File: config.mk
export PLATFORM = sky130hd
export DESIGN_NAME = timer2_capture_reload
export DESIGN_NICKNAME = d
export VERILOG_FILES = /design/src/design/timer2_pkg.sv /design/src/design/timer2_capture_reload.sv
export SDC_FILE = /design/constraint.sdc
export NUM_CORES = 1
export LEC_CHECK = 0
export ABC_AREA = 1
export BUFFER_PORTS_ARGS = -buffer_cell sky130_fd_sc_hd__buf_2
export CORE_ASPECT_RATIO = 1.4
export CORE_MARGIN = 4
export CORE_UTILIZATION = 55
export CTS_CLUSTER_SIZE = 40
export DETAILED_ROUTE_END_ITERATION = 7
export PLACE_DENSITY = 0.74
export SLEW_MARGIN = 20
export SYNTH_ARGS = -nofsm -noshare
export SYNTH_HDL_FRONTEND = slang
export SYNTH_SLANG_ARGS = --single-unit
File: constraint.sdc
create_clock -name clk_in -period 2.8 [get_ports clk_in]
set_clock_uncertainty 0.05 [all_clocks]
set_input_delay 0.28 -clock clk_in [delete_from_list [all_inputs] [get_ports clk_in]]
set_output_delay 0.28 -clock clk_in [all_outputs]
set_load 0.1 [all_outputs]
File: src/design/timer2_pkg.sv
// Constants and types for the capture/reload timer
package timer2_pkg;

    // ------------------------------------------------------------
    // Register offsets
    // ------------------------------------------------------------
    localparam logic [7:0] TIMER_CONTROL_OFS        = 8'hc8;
    localparam logic [7:0] TIMER_MODE_CONTROL_OFS   = 8'hc9;
    localparam logic [7:0] CAPTURE_RELOAD_LOW_OFS   = 8'hca;
    localparam logic [7:0] CAPTURE_RELOAD_HIGH_OFS  = 8'hcb;
    localparam logic [7:0] COUNT_LOW_BYTE_OFS       = 8'hcc;
    localparam logic [7:0] COUNT_HIGH_BYTE_OFS      = 8'hcd;

    // ------------------------------------------------------------
    // Reset values and field masks
    // ------------------------------------------------------------
    localparam logic [7:0]  CONTROL_RESET = 8'h00;
    localparam logic [7:0]  MODE_RESET    = 8'h00;
    localparam logic [7:0]  MODE_MASK     = 8'h0b;
    localparam logic [15:0] COUNT_RESET   = 16'h0000;
    localparam logic [15:0] RELOAD_RESET  = 16'h0000;
    localparam logic [15:0] COUNT_MAX     = 16'hffff;

    // ------------------------------------------------------------
    // Clocks per tick
    // ------------------------------------------------------------
    localparam int CLKS_PER_TICK_SLOW = 12;
    localparam int CLKS_PER_TICK_FAST = 4;
    localparam int CLKS_PER_TICK_BAUD = 2;

    typedef struct packed {
        logic overflow_flag;
        logic external_edge_flag;
        logic rx_baud_select;
        logic tx_baud_select;
        logic edge_enable;
        logic run_control;
        logic count_source_select;
        logic capture_reload_select;
    } timer_control_type;

    typedef struct packed {
        logic [3:0] unused_high;
        logic       capture_auto_clear;
        logic       unused_low;
        logic       clock_out_enable;
        logic       down_count_enable;
    } timer_mode_control_type;

    typedef struct packed {
        logic rx_tick;
        logic tx_tick;
    } baud_ticks_type;

endpackage

File: src/design/timer2_capture_reload.sv
// Timer with capture, auto-reload and baud generation
`timescale 1ns/1ps
module timer2_capture_reload
    import timer2_pkg::*;
#(
    parameter int PRESCALE_WIDTH = 4
) (
    input  wire logic       clk_in,
    input  wire logic       rst_n_in,
    input  wire logic [7:0] addr_in,
    input  wire logic [7:0] wdata_in,
    input  wire logic       wr_in,
    input  wire logic       rd_in,
    output logic [7:0]      rdata_out,
    input  wire logic       trigger_pin_in,
    input  wire logic       external_count_pin_in,
    input  wire logic       tick_rate_select_in,
    input  wire logic       timer1_overflow_in,
    output baud_ticks_type  baud_ticks_out,
    output logic            timer_request_out,
    output logic            clock_out_out
);

    // ------------------------------------------------------------
    // State
    // ------------------------------------------------------------
    timer_control_type      ctrl_reg, ctrl_next;
    timer_mode_control_type mode_reg, mode_next;
    logic [15:0]            count_reg, count_next;
    logic [15:0]            reload_reg, reload_next;
    logic [PRESCALE_WIDTH-1:0] pre_reg, pre_next;
    logic                   trig_prev_reg, cnt_prev_reg;
    logic [7:0]             rdata_reg, rdata_next;
    baud_ticks_type         baud_reg, baud_next;
    logic                   request_reg, request_next;
    logic                   clk_out_reg, clk_out_next;
    logic                   toggle_reg, toggle_next;

    // ------------------------------------------------------------
    // Decode and events
    // ------------------------------------------------------------
    logic baud_mode, tick, trig_fall, cnt_fall, pre_done;
    logic count_up, up_ovf, down_match, t2_ovf;
    logic edge_hit, capture_hit, reload_edge;
    logic wr_ctrl, wr_mode, wr_low, wr_high, wr_cl, wr_ch;
    logic [PRESCALE_WIDTH-1:0] pre_last;

    assign wr_ctrl = wr_in && (addr_in == TIMER_CONTROL_OFS);
    assign wr_mode = wr_in && (addr_in == TIMER_MODE_CONTROL_OFS);
    assign wr_low  = wr_in && (addr_in == CAPTURE_RELOAD_LOW_OFS);
    assign wr_high = wr_in && (addr_in == CAPTURE_RELOAD_HIGH_OFS);
    assign wr_cl   = wr_in && (addr_in == COUNT_LOW_BYTE_OFS);
    assign wr_ch   = wr_in && (addr_in == COUNT_HIGH_BYTE_OFS);

    assign baud_mode = ctrl_reg.rx_baud_select || ctrl_reg.tx_baud_select;
    assign trig_fall = trig_prev_reg && !trigger_pin_in;
    assign cnt_fall  = cnt_prev_reg && !external_count_pin_in;

    always_comb begin
        if (baud_mode) begin
            pre_last = PRESCALE_WIDTH'(CLKS_PER_TICK_BAUD - 1);
        end else if (tick_rate_select_in) begin
            pre_last = PRESCALE_WIDTH'(CLKS_PER_TICK_FAST - 1);
        end else begin
            pre_last = PRESCALE_WIDTH'(CLKS_PER_TICK_SLOW - 1);
        end
    end
    assign pre_done = (pre_reg >= pre_last);

    // Tick source: baud clock, count pin or prescaler
    always_comb begin
        if (!ctrl_reg.run_control) begin
            tick = 1'b0;
        end else if (baud_mode) begin
            tick = pre_done;
        end else if (ctrl_reg.count_source_select) begin
            tick = cnt_fall;
        end else begin
            tick = pre_done;
        end
    end

    // Direction: down only with down enable and trigger low
    assign count_up = baud_mode || ctrl_reg.capture_reload_select
                      || !mode_reg.down_count_enable || trigger_pin_in;
    assign up_ovf      = tick && count_up && (count_reg == COUNT_MAX);
    assign down_match  = tick && !count_up && (count_reg == reload_reg);
    assign t2_ovf      = up_ovf || down_match;
    assign edge_hit    = trig_fall && ctrl_reg.edge_enable && !baud_mode;
    assign capture_hit = edge_hit && ctrl_reg.capture_reload_select;
    assign reload_edge = edge_hit && !ctrl_reg.capture_reload_select
                         && !mode_reg.down_count_enable;

    // ------------------------------------------------------------
    // Next state
    // ------------------------------------------------------------
    always_comb begin
        ctrl_next    = ctrl_reg;
        mode_next    = mode_reg;
        count_next   = count_reg;
        reload_next  = reload_reg;
        pre_next     = pre_reg;
        rdata_next   = 8'h00;
        baud_next    = '0;
        toggle_next  = toggle_reg;

        if (!ctrl_reg.run_control || pre_done || (!baud_mode && ctrl_reg.count_source_select)) begin
            pre_next = '0;
        end else begin
            pre_next = pre_reg + PRESCALE_WIDTH'(1);
        end

        // Counting
        if (tick) begin
            if (up_ovf && (baud_mode || !ctrl_reg.capture_reload_select)) begin
                count_next = reload_reg;
            end else if (down_match) begin
                count_next = COUNT_MAX;
            end else if (count_up) begin
                count_next = count_reg + 16'h0001;
            end else begin
                count_next = count_reg - 16'h0001;
            end
        end

        // Capture and edge reload
        if (capture_hit) begin
            reload_next = count_reg;
            if (mode_reg.capture_auto_clear) begin
                count_next = COUNT_RESET;
            end
        end else if (reload_edge) begin
            count_next = reload_reg;
        end

        if (t2_ovf && mode_reg.clock_out_enable) begin
            toggle_next = !toggle_reg;
        end

        // Software writes
        if (wr_ctrl) begin
            ctrl_next = timer_control_type'(wdata_in);
        end
        if (wr_mode) begin
            mode_next = timer_mode_control_type'(wdata_in & MODE_MASK);
        end
        if (wr_low) begin
            reload_next[7:0] = wdata_in;
        end
        if (wr_high) begin
            reload_next[15:8] = wdata_in;
        end
        if (wr_cl) begin
            count_next[7:0] = wdata_in;
        end
        if (wr_ch) begin
            count_next[15:8] = wdata_in;
        end

        // Hardware set wins over a same-cycle software clear
        if (t2_ovf && !baud_mode) begin
            ctrl_next.overflow_flag = 1'b1;
        end
        if (edge_hit || (t2_ovf && mode_reg.down_count_enable && !baud_mode)) begin
            ctrl_next.external_edge_flag = 1'b1;
        end
        if (trig_fall && ctrl_reg.edge_enable && baud_mode) begin
            ctrl_next.external_edge_flag = 1'b1;
        end

        // Baud timebases for serial port 0
        baud_next.rx_tick = ctrl_reg.rx_baud_select ? up_ovf : timer1_overflow_in;
        baud_next.tx_tick = ctrl_reg.tx_baud_select ? up_ovf : timer1_overflow_in;

        // Read port
        if (rd_in) begin
            if (addr_in == TIMER_CONTROL_OFS) begin
                rdata_next = ctrl_reg;
            end else if (addr_in == TIMER_MODE_CONTROL_OFS) begin
                rdata_next = mode_reg & MODE_MASK;
            end else if (addr_in == CAPTURE_RELOAD_LOW_OFS) begin
                rdata_next = reload_reg[7:0];
            end else if (addr_in == CAPTURE_RELOAD_HIGH_OFS) begin
                rdata_next = reload_reg[15:8];
            end else if (addr_in == COUNT_LOW_BYTE_OFS) begin
                rdata_next = count_reg[7:0];
            end else if (addr_in == COUNT_HIGH_BYTE_OFS) begin
                rdata_next = count_reg[15:8];
            end else begin
                rdata_next = 8'h00;
            end
        end
    end

    assign request_next = ctrl_reg.overflow_flag || ctrl_reg.external_edge_flag;
    assign clk_out_next = mode_reg.clock_out_enable && toggle_next;

    // ------------------------------------------------------------
    // Registers
    // ------------------------------------------------------------
    always_ff @(posedge clk_in) begin
        if (!rst_n_in) begin
            ctrl_reg      <= timer_control_type'(CONTROL_RESET);
            mode_reg      <= timer_mode_control_type'(MODE_RESET);
            count_reg     <= COUNT_RESET;
            reload_reg    <= RELOAD_RESET;
            pre_reg       <= '0;
            trig_prev_reg <= 1'b1;
            cnt_prev_reg  <= 1'b1;
            rdata_reg     <= 8'h00;
            baud_reg      <= '0;
            request_reg   <= 1'b0;
            clk_out_reg   <= 1'b0;
            toggle_reg    <= 1'b0;
        end else begin
            ctrl_reg      <= ctrl_next;
            mode_reg      <= mode_next;
            count_reg     <= count_next;
            reload_reg    <= reload_next;
            pre_reg       <= pre_next;
            trig_prev_reg <= trigger_pin_in;
            cnt_prev_reg  <= external_count_pin_in;
            rdata_reg     <= rdata_next;
            baud_reg      <= baud_next;
            request_reg   <= request_next;
            clk_out_reg   <= clk_out_next;
            toggle_reg    <= toggle_next;
        end
    end

    assign rdata_out         = rdata_reg;
    assign baud_ticks_out    = baud_reg;
    assign timer_request_out = request_reg;
    assign clock_out_out     = clk_out_reg;
endmodule

=== Word-level counts from Yosys, hierarchy flattened ===
Cells that the tools add are included.

* Output and inout port bits: 12
* Word-level logic and storage cells: 115
* Register bits: 62

* Bitwise operators: 1
* Mux-type cells: 30
* Equal/unequal tests: 8
* Add/sub/neg operators: 3
* Magnitude comparators: 1
* Reduce and logical (&&, ||, !) cells: 49

{| class="wikitable"
|+ Operators by type and width
! cell !! count
|-
| $mux W16 || 8
|-
| $mux W8 || 11
|-
| $eq A8 B8 Y1 const B || 6
|-
| $logic_and A1 B1 Y1 || 25
|-
| $add A16 B1 Y16 const B || 1
|-
| $eq A16 B16 Y1 || 1
|-
| $eq A16 B16 Y1 const B || 1
|-
| $sub A16 B1 Y16 const B || 1
|-
| $logic_or A1 B1 Y1 || 10
|-
| $mux W1 || 9
|-
| $logic_not A1 Y1 || 8
|-
| $mux W4 || 2
|-
| $reduce_bool A2 Y1 || 3
|-
| $add A4 B1 Y4 const B || 1
|-
| $ge A4 B4 Y1 || 1
|-
| $reduce_bool A3 Y1 || 1
|-
| $reduce_and A2 Y1 || 1
|-
| $reduce_or A2 Y1 || 1
|-
| $not A1 Y1 || 1
|}

=== Logic depth before layout (Yosys ltp) ===
Gate-level depths: netlist (run 1).

* Depth after elaboration: 14
* Depth in mapped cells: 16
* Mapped depth without buffers: 16

=== Worst setup path after synthesis (run 1) ===
OpenSTA, ideal clock, no wires.

* Kind: register to register
* From: register ctrl_reg[4] in the netlist's numbering
* To: register count_reg[12]
* Cell stages (with the launch flop): 15
* Arrival: 2.066 ns
* Data required time: 2.622 ns
* Library setup time: 0.128 ns
* Slack: 0.556 ns
* Cells stage by stage: dfxtp_1 nor2_4 inv_2 or2_2 ha_1 nand2_1 a21oi_4 nand2_2 nor2_2 buf_4 a21oi_1 nand2_1 nand2_1 nand2_1 a21oi_1

* Word-level cells in the longest chain between the ends: 14

{| class="wikitable"
|+ RTL lines
! item !! RTL line !! RTL
|-
| from (decl) || timer2_capture_reload.sv:27 || <nowiki>timer_control_type ctrl_reg, ctrl_next;</nowiki>
|-
| from (signal assigned) || timer2_capture_reload.sv:203 || <nowiki>ctrl_reg <= timer_control_type'(CONTROL_RESET);</nowiki>
|-
| from (signal assigned) || timer2_capture_reload.sv:216 || <nowiki>ctrl_reg <= ctrl_next;</nowiki>
|-
| $logic_or A1 B1 Y1 (*) || timer2_capture_reload.sv:55 || <nowiki>assign baud_mode = ctrl_reg.rx_baud_select || ctrl_reg.tx_baud_select;</nowiki>
|-
| $mux W4 || timer2_capture_reload.sv:60 || <nowiki>if (baud_mode) begin</nowiki>
|-
| $ge A4 B4 Y1 || timer2_capture_reload.sv:68 || <nowiki>assign pre_done = (pre_reg >= pre_last);</nowiki>
|-
| $mux W1 || timer2_capture_reload.sv:76 || <nowiki>end else if (ctrl_reg.count_source_select) begin</nowiki>
|-
| $mux W1 || timer2_capture_reload.sv:74 || <nowiki>end else if (baud_mode) begin</nowiki>
|-
| $mux W1 || timer2_capture_reload.sv:72 || <nowiki>if (!ctrl_reg.run_control) begin</nowiki>
|-
| $logic_and A1 B1 Y1 (on tied branches) (2 in series) || timer2_capture_reload.sv:87, timer2_capture_reload.sv:86 ||
|-
| $mux W16 / $logic_and A1 B1 Y1 (equally long branches) || timer2_capture_reload.sv:117, timer2_capture_reload.sv:115 ||
|-
| $mux W16 || timer2_capture_reload.sv:115 || <nowiki>if (up_ovf && (baud_mode || !ctrl_reg.capture_reload_select)) begin</nowiki>
|-
| $mux W16 || timer2_capture_reload.sv:114 || <nowiki>if (tick) begin</nowiki>
|-
| $mux W16 (on tied branches) || timer2_capture_reload.sv:132, timer2_capture_reload.sv:129 ||
|-
| $mux W16 (*) || timer2_capture_reload.sv:127 || <nowiki>if (capture_hit) begin</nowiki>
|-
| $mux W8 (*) || timer2_capture_reload.sv:156 || <nowiki>if (wr_ch) begin</nowiki>
|-
| to (signal assigned) || timer2_capture_reload.sv:218 || <nowiki>count_reg <= count_next;</nowiki>
|-
| to (decl) || timer2_capture_reload.sv:29 || <nowiki>logic [15:0] count_reg, count_next;</nowiki>
|}

Mark *: on every way between the ends. The rest lies on a longest branch, timed or not.
A chain may end at the register's enable or synchronous reset.

=== Worst setup path in the final report (run 1) ===
* From: register ctrl_reg[4] in the netlist's numbering
* To: register count_reg[14]

Same word-level chain as after synthesis.

==> run summary, run 1 <==
Final Hold Viols -> 0
Slew Viols, Final -> 0
XOR/XNOR Fraction of Synth Area -> 3.49%
CP required -> 2940 ps
Critical Path AT -> 2750 ps
GP Congestion -> 1.06
Synth top area share -> 26.0%
CP Launch Type -> register
VDD IR-drop max -> 470 uV
Synth Area in Compound Gates -> 19.9%
Most used cell, CP -> nand2_1
WL per Instance -> 18.2 um
Num rows -> 39
IO Port Bufs -> 35
Syn_nets -> 832
Max FO, Critical Path -> 19
Layout cell share with drive strength beyond 1 -> 10.9%
Overall power -> 0.00207 W
Commonest non-fill, non-tap cell in the layout -> nand2_1
Max_cap viols -> 0
Post-synthesis mux area share -> 0%
Number of global-route vias before repair -> 5166
Final Setup Violations -> 0
Vias per inst -> 5.95
Initial antenna violation count -> 0
Hold path endpoint -> cnt_prev_reg$_SDFF_PN1_
Critical-path cell list -> nor2_4 > inv_2 > or2_2 > ha_1 > nand2_1 > a21oi_4 > nand3_4 > nor2_1 > nor2_1 > nand2_1 > nand2_1 > nand2_1 > a21oi_1
Multi-input gate area -> 3000 sq um
Initial Util -> 57.5%
Clock root buffer -> clkbuf_16
Gr usage total -> 33.6%
Critical path class -> register to register
Via count -> 5536
WL final -> 16900 um
Register area share after synthesis -> 26.0%
RSZ-0062 raised after global routing -> no
Largest net degree at the start of global routing -> 34
Largest family of logic cells by synthesized area -> simple AND/OR/NAND/NOR gates
Adder-cell share of the synthesized area -> 4.88%
Fin util -> 64.6%
Slowest CP cell -> dfxtp_2
Die area -> 10200 sq um
Design area -> 5360 sq um
Worst Reg-to-Reg Cells -> 13
#FFs+latches synth -> 62
Syn-to-layout area delta -> 12.2%
Nets -> 866
Hold depth -> 3
DRT Pass-1 Iters -> 8
Routed Antenna Nets -> 0
CTS max path bufs -> 2
Hpwl dp -> 12700 um
Post-Place Cell Area -> 5040 sq um
Tightest Pin Transition -> 705 ps
Syn Area/Cell -> 6.04 sq um
Core Area -> 8300 sq um
Die W -> 86.7 um
Cell variety after synth -> 42
CP endpoint kind -> register
Post-synth top area cell -> dfxtp_1
Clk sinks -> 62
Reg-to-Reg Start -> ctrl_reg[4]$_SDFFE_PN0P_
Synth top area cells -> dfxtp_1 26%, nand2_1 19%, inv_1 8.2%
I/O Pins -> 36
Die Y -> 118 um
Fmax -> 0.383 GHz
Inserted Clock Buffers -> 9
DR iter-0 viols -> 720
Period utilization -> 93.3%
Worst R2R End -> count_reg[14]$_SDFF_PN0_
Final setup TNS -> 0 ps
Power Density -> 387 nW/um^2
Status -> finished with violations
Syn Inst Count -> 790
Leakage -> 2.60 nW
R2R setup slack -> 190 ps
HP Start -> external_count_pin_in
First-pass GRT wire length -> 26900 um
CP delay by family, top -> simple AND/OR/NAND/NOR gates
Post-CTS Hold Fix Bufs -> 0
Failing checks -> design-rule violations
CTS tree -> done
Max transition margin -> 52.9%
Gr ovfl total -> 0
Sum of buffers and inverters on the critical path -> 1
HP Class -> input port to register
DRC Markers -> 16
Most frequent cells in the layout -> 245 x nand2_1, 104 x inv_1, 64 x a21oi_1, 62 x o21ai_0, 60 x dfxtp_1
Fillers -> 791
Area share of and/or/nand/nor cells after synthesis -> 34.5%
H-tree depth -> 3
Ant diodes -> 0
Clock slew at reported path FFs -> 50 ps
Ys Warns -> 0
CP max stage delay -> 340 ps
Final min period -> 2610 ps
Post-Syn Area -> 4770 sq um
FF/Latch Area -> 1240 sq um
Worst-Skew Late Latency -> 330 ps
## tightest hold or removal path: stages
cell,delay [ps]
buf_2,70
inv_1,40
nand2_1,40
## cells in the mapped netlist, drive strengths merged
library cell  number
clkbuf            14
a31oi              8
a32o               1
xor2              10
buf               11
nand2            252
a21o               1
xnor2              9
and2               3
nand3             52
fa                 1
nor3               3
ha                17
nor3b              1
o221ai             1
or2                1
a311oi             1
clkinv             2
inv              108
nand4             14
o311ai             1
o22ai             11
o211ai             5
o21ai             63
nand3b             2
a22oi             10
a21oi             67
nor2              58
dfxtp             62
a221oi             1
## through the flow
step	hold WS (ps)	instances	setup WS, ps
after floorplan	327	790	556
after global placement	388	914	145
after detailed placement	400	914	120
after CTS	84.9	930	107
after global routing	103	931	25.4
final	88.0	931	187
## timing repair
action | in CTS | in global routing
endpoints found under the setup margin | 0 | 11
endpoints found under the hold margin | 0 | 0
gates resized for setup | 0 | 4
setup buffers | 0 | 1
## power breakdown
group	switching (W)	internal, W
clock	0.000394	0.000686
sequential	0.00000304	0.000888
combinational	0.0000771	0.0000270
## layer usage
layer  GRT usage (%)  up-vias  wire length, um
li1                -     2637                -
met1            38.9     2525             6130
met2            58.1      311             8580
met3            5.15       63             1340
met4            17.7        0              865
met5               0        -                0
## kinds of logic after synthesis
group	count (synthesis)
simple gates	386
flops	62
xor+xnor	19
fa+ha+maj	18
compound gates	170
buf+inv	135
## layout make-up
class,instances,area share [%]
multi-input combinational,593,56.1
sequential,62,23.2
inverter,110,7.71
timing repair buffer,48,5.33
clock buffer,12,4.42
tap,102,2.38
clock inverter,4,0.888
## worst max-delay path by stage
stage / from / end / slack [ps] / cells past startpoint
finish: ctrl_reg[4]$_SDFFE_PN0P_ / count_reg[14]$_SDFF_PN0_ / 190 / 13
global route: ctrl_reg[4]$_SDFFE_PN0P_ / count_reg[5]$_SDFF_PN0_ / 30 / 12
CTS: ctrl_reg[4]$_SDFFE_PN0P_ / count_reg[8]$_SDFF_PN0_ / 110 / 14
global placement: ctrl_reg[4]$_SDFFE_PN0P_ / count_reg[8]$_SDFF_PN0_ / 140 / 14
floorplan: ctrl_reg[4]$_SDFFE_PN0P_ / count_reg[12]$_SDFF_PN0_ / 560 / 14
detailed placement: ctrl_reg[4]$_SDFFE_PN0P_ / count_reg[8]$_SDFF_PN0_ / 120 / 14
Note: power is estimated with default switching activity, not from simulation.
==> inputs of run 2 (changes only) <==
--- a/config.mk
+++ b/config.mk
@@ -12,7 +12,7 @@
 export CORE_UTILIZATION = 55
 export CTS_CLUSTER_SIZE = 40
 export DETAILED_ROUTE_END_ITERATION = 7
-export PLACE_DENSITY = 0.74
+export PLACE_DENSITY = 0.78
 export SLEW_MARGIN = 20
 export SYNTH_ARGS = -nofsm -noshare
 export SYNTH_HDL_FRONTEND = slang
==> run 2 against run 1 <==
Effect of this change:
- the flow now finishes without violations
- wire length shrank 2.4%
- flip-flop and latch count unchanged
- hold slack better by 5.3 ps
- utilization is essentially flat
- sequential share of layout area hardly changed
- clock-buffer cell count is 1 higher
- clock power about the same
- cell area is essentially flat
- global-route usage down 0.46 points
- critical path depth is 1 higher
- combinational power barely moved
- largest cell class unchanged
- largest power group unchanged
==> run summary, run 2 (synthesized netlist as in run 1, its figures left out) <==
Num rows -> 39
CP Launch Type -> register
Gr usage total -> 33.1%
NetSw -> 0.000447 W
Fmax -> 0.382 GHz
Final Hold Viols -> 0
Slew Viols, Final -> 0
Period utilization -> 93.4%
H-tree depth -> 3
GP Congestion -> 1.05
CP required -> 3000 ps
Commonest non-fill, non-tap cell in the layout -> nand2_1
Ant diodes -> 0
CTS max path bufs -> 2
Tightest Pin Transition -> 599 ps
Max FO, Critical Path -> 18
Worst-Skew Late Latency -> 330 ps
I/O Pins -> 36
CP delay by family, top -> simple AND/OR/NAND/NOR gates
Leakage -> 2.60 nW
DRT Pass-1 Iters -> 6
RSZ-0062 raised after global routing -> no
VDD IR-drop max -> 426 uV
CTS tree -> done
DRC Markers -> 0
Fillers -> 818
Clock root buffer -> clkbuf_16
Slowest CP cell -> dfxtp_1
IO Port Bufs -> 35
Sequential power share -> 42.7%
Syn-to-layout area delta -> 12.2%
Layout cell share with drive strength beyond 1 -> 10.5%
Number of global-route vias before repair -> 5329
WL per Instance -> 17.8 um
WL final -> 16500 um
Post-CTS setup buffer count -> 0
Gr ovfl total -> 0
Critical-path cell list -> nor2_4 > nand2_2 > nor2_4 > buf_12 > ha_1 > nor2_1 > inv_1 > nand3_1 > nand2_1 > xor2_1 > o21ai_0 > nand2_1 > nand2_1 > a21oi_1
Most frequent cells in the layout -> 245 x nand2_1, 104 x inv_1, 65 x a21oi_1, 62 x o21ai_0, 61 x dfxtp_1
Clock slew at reported path FFs -> 50 ps
Critical path class -> register to register
Hpwl dp -> 12600 um
Nets -> 866
Final setup TNS -> 0 ps
Final min period -> 2620 ps
Die area -> 10200 sq um
Most used cell, CP -> nand2_1
Clk sinks -> 62
Inserted Clock Buffers -> 9
Power Density -> 390 nW/um^2
Routed Antenna Nets -> 0
Largest net degree at the start of global routing -> 28
Gate power share -> 4.9%
Initial Util -> 57.5%
DR iter-0 viols -> 723
Die W -> 86.7 um
Die Y -> 118 um
Switching Share -> 21.4%
Max_cap viols -> 0
First-pass GRT wire length -> 26900 um
Sum of buffers and inverters on the critical path -> 2
Max transition margin -> 60.0%
Min Hold Slack -> 93.3 ps
CP max stage delay -> 350 ps
Vias per inst -> 5.96
CP endpoint kind -> register
HP Class -> input port to register
Critical Path AT -> 2820 ps
Internal Power -> 0.00164 W
Core Area -> 8300 sq um
Initial antenna violation count -> 0
Status -> finished clean
Via count -> 5534
Final Setup Violations -> 0
Clk pwr share -> 52.5%
run 2: final timing paths:
kind                                           endpoint  slack, ps  cells after the start                startpoint
worst max-delay path            count_reg[5]$_SDFF_PN0_        180                     14  ctrl_reg[5]$_SDFFE_PN0P_
worst min-delay path            cnt_prev_reg$_SDFF_PN1_         90                      3     external_count_pin_in
worst max register to register  count_reg[5]$_SDFF_PN0_        180                     14  ctrl_reg[5]$_SDFFE_PN0P_
worst min register to register    pre_reg[0]$_SDFF_PP0_        410                      1     pre_reg[0]$_SDFF_PP0_
run 2: metrics by stage:
stage	util (%)	power, W	worst slack [ps]	area [sq um]	cells
global placement	61.0	0.00101	248	5060	915
CTS	64.5	0.00209	203	5350	929
global route	64.5	0.00214	5.40	5350	929
detailed placement	61.0	0.00101	230	5060	915
finish	64.5	0.00209	184	5350	929
floorplan	-	0.000960	556	4770	790
run 2: power groups by stage:
stage          combinational (W)  sequential (W)  clock [W]
2_1_floorplan          0.0000391        0.000921          0
3_3_place_gp           0.0000975        0.000909          0
3_5_place_dp           0.0000991        0.000909          0
4_1_cts                0.0000994        0.000891    0.00110
5_1_grt                 0.000109        0.000890    0.00114
6_report                0.000102        0.000891    0.00110
run 2: layout make-up:
class	instances	area (sq um)	share of cell area [%]
Multi-Input combinational cell	593	2990	55.9
Clock inverter	1	30.0	0.561
Inverter	110	413	7.72
Timing Repair Buffer	48	285	5.33
Tap cell	102	128	2.38
Clock buffer	13	260	4.86
Sequential cell	62	1240	23.2
run 2: repair_timing:
action                                  in CTS  in global routing
endpoints found under the setup margin       0                  2
hold buffers                                 0                  0
gates resized for setup                      0                  1
run 2: tightest hold or removal path: stages:
cell and delay, ps:
buf_2 70, inv_1 40, nand2_1 40
run 2: metal layers:
metal  vias to the layer above  part of all wire, %  wire (um)  global-route usage [%]
met1                      2473                   36       6000                    38.0
met2                       333                   49       8080                    55.7
li1                       2649                    -          -                       -
met3                        79                  6.9       1150                    4.45
met5                         -                    0          0                       0
met4                         0                  7.7       1280                    22.5
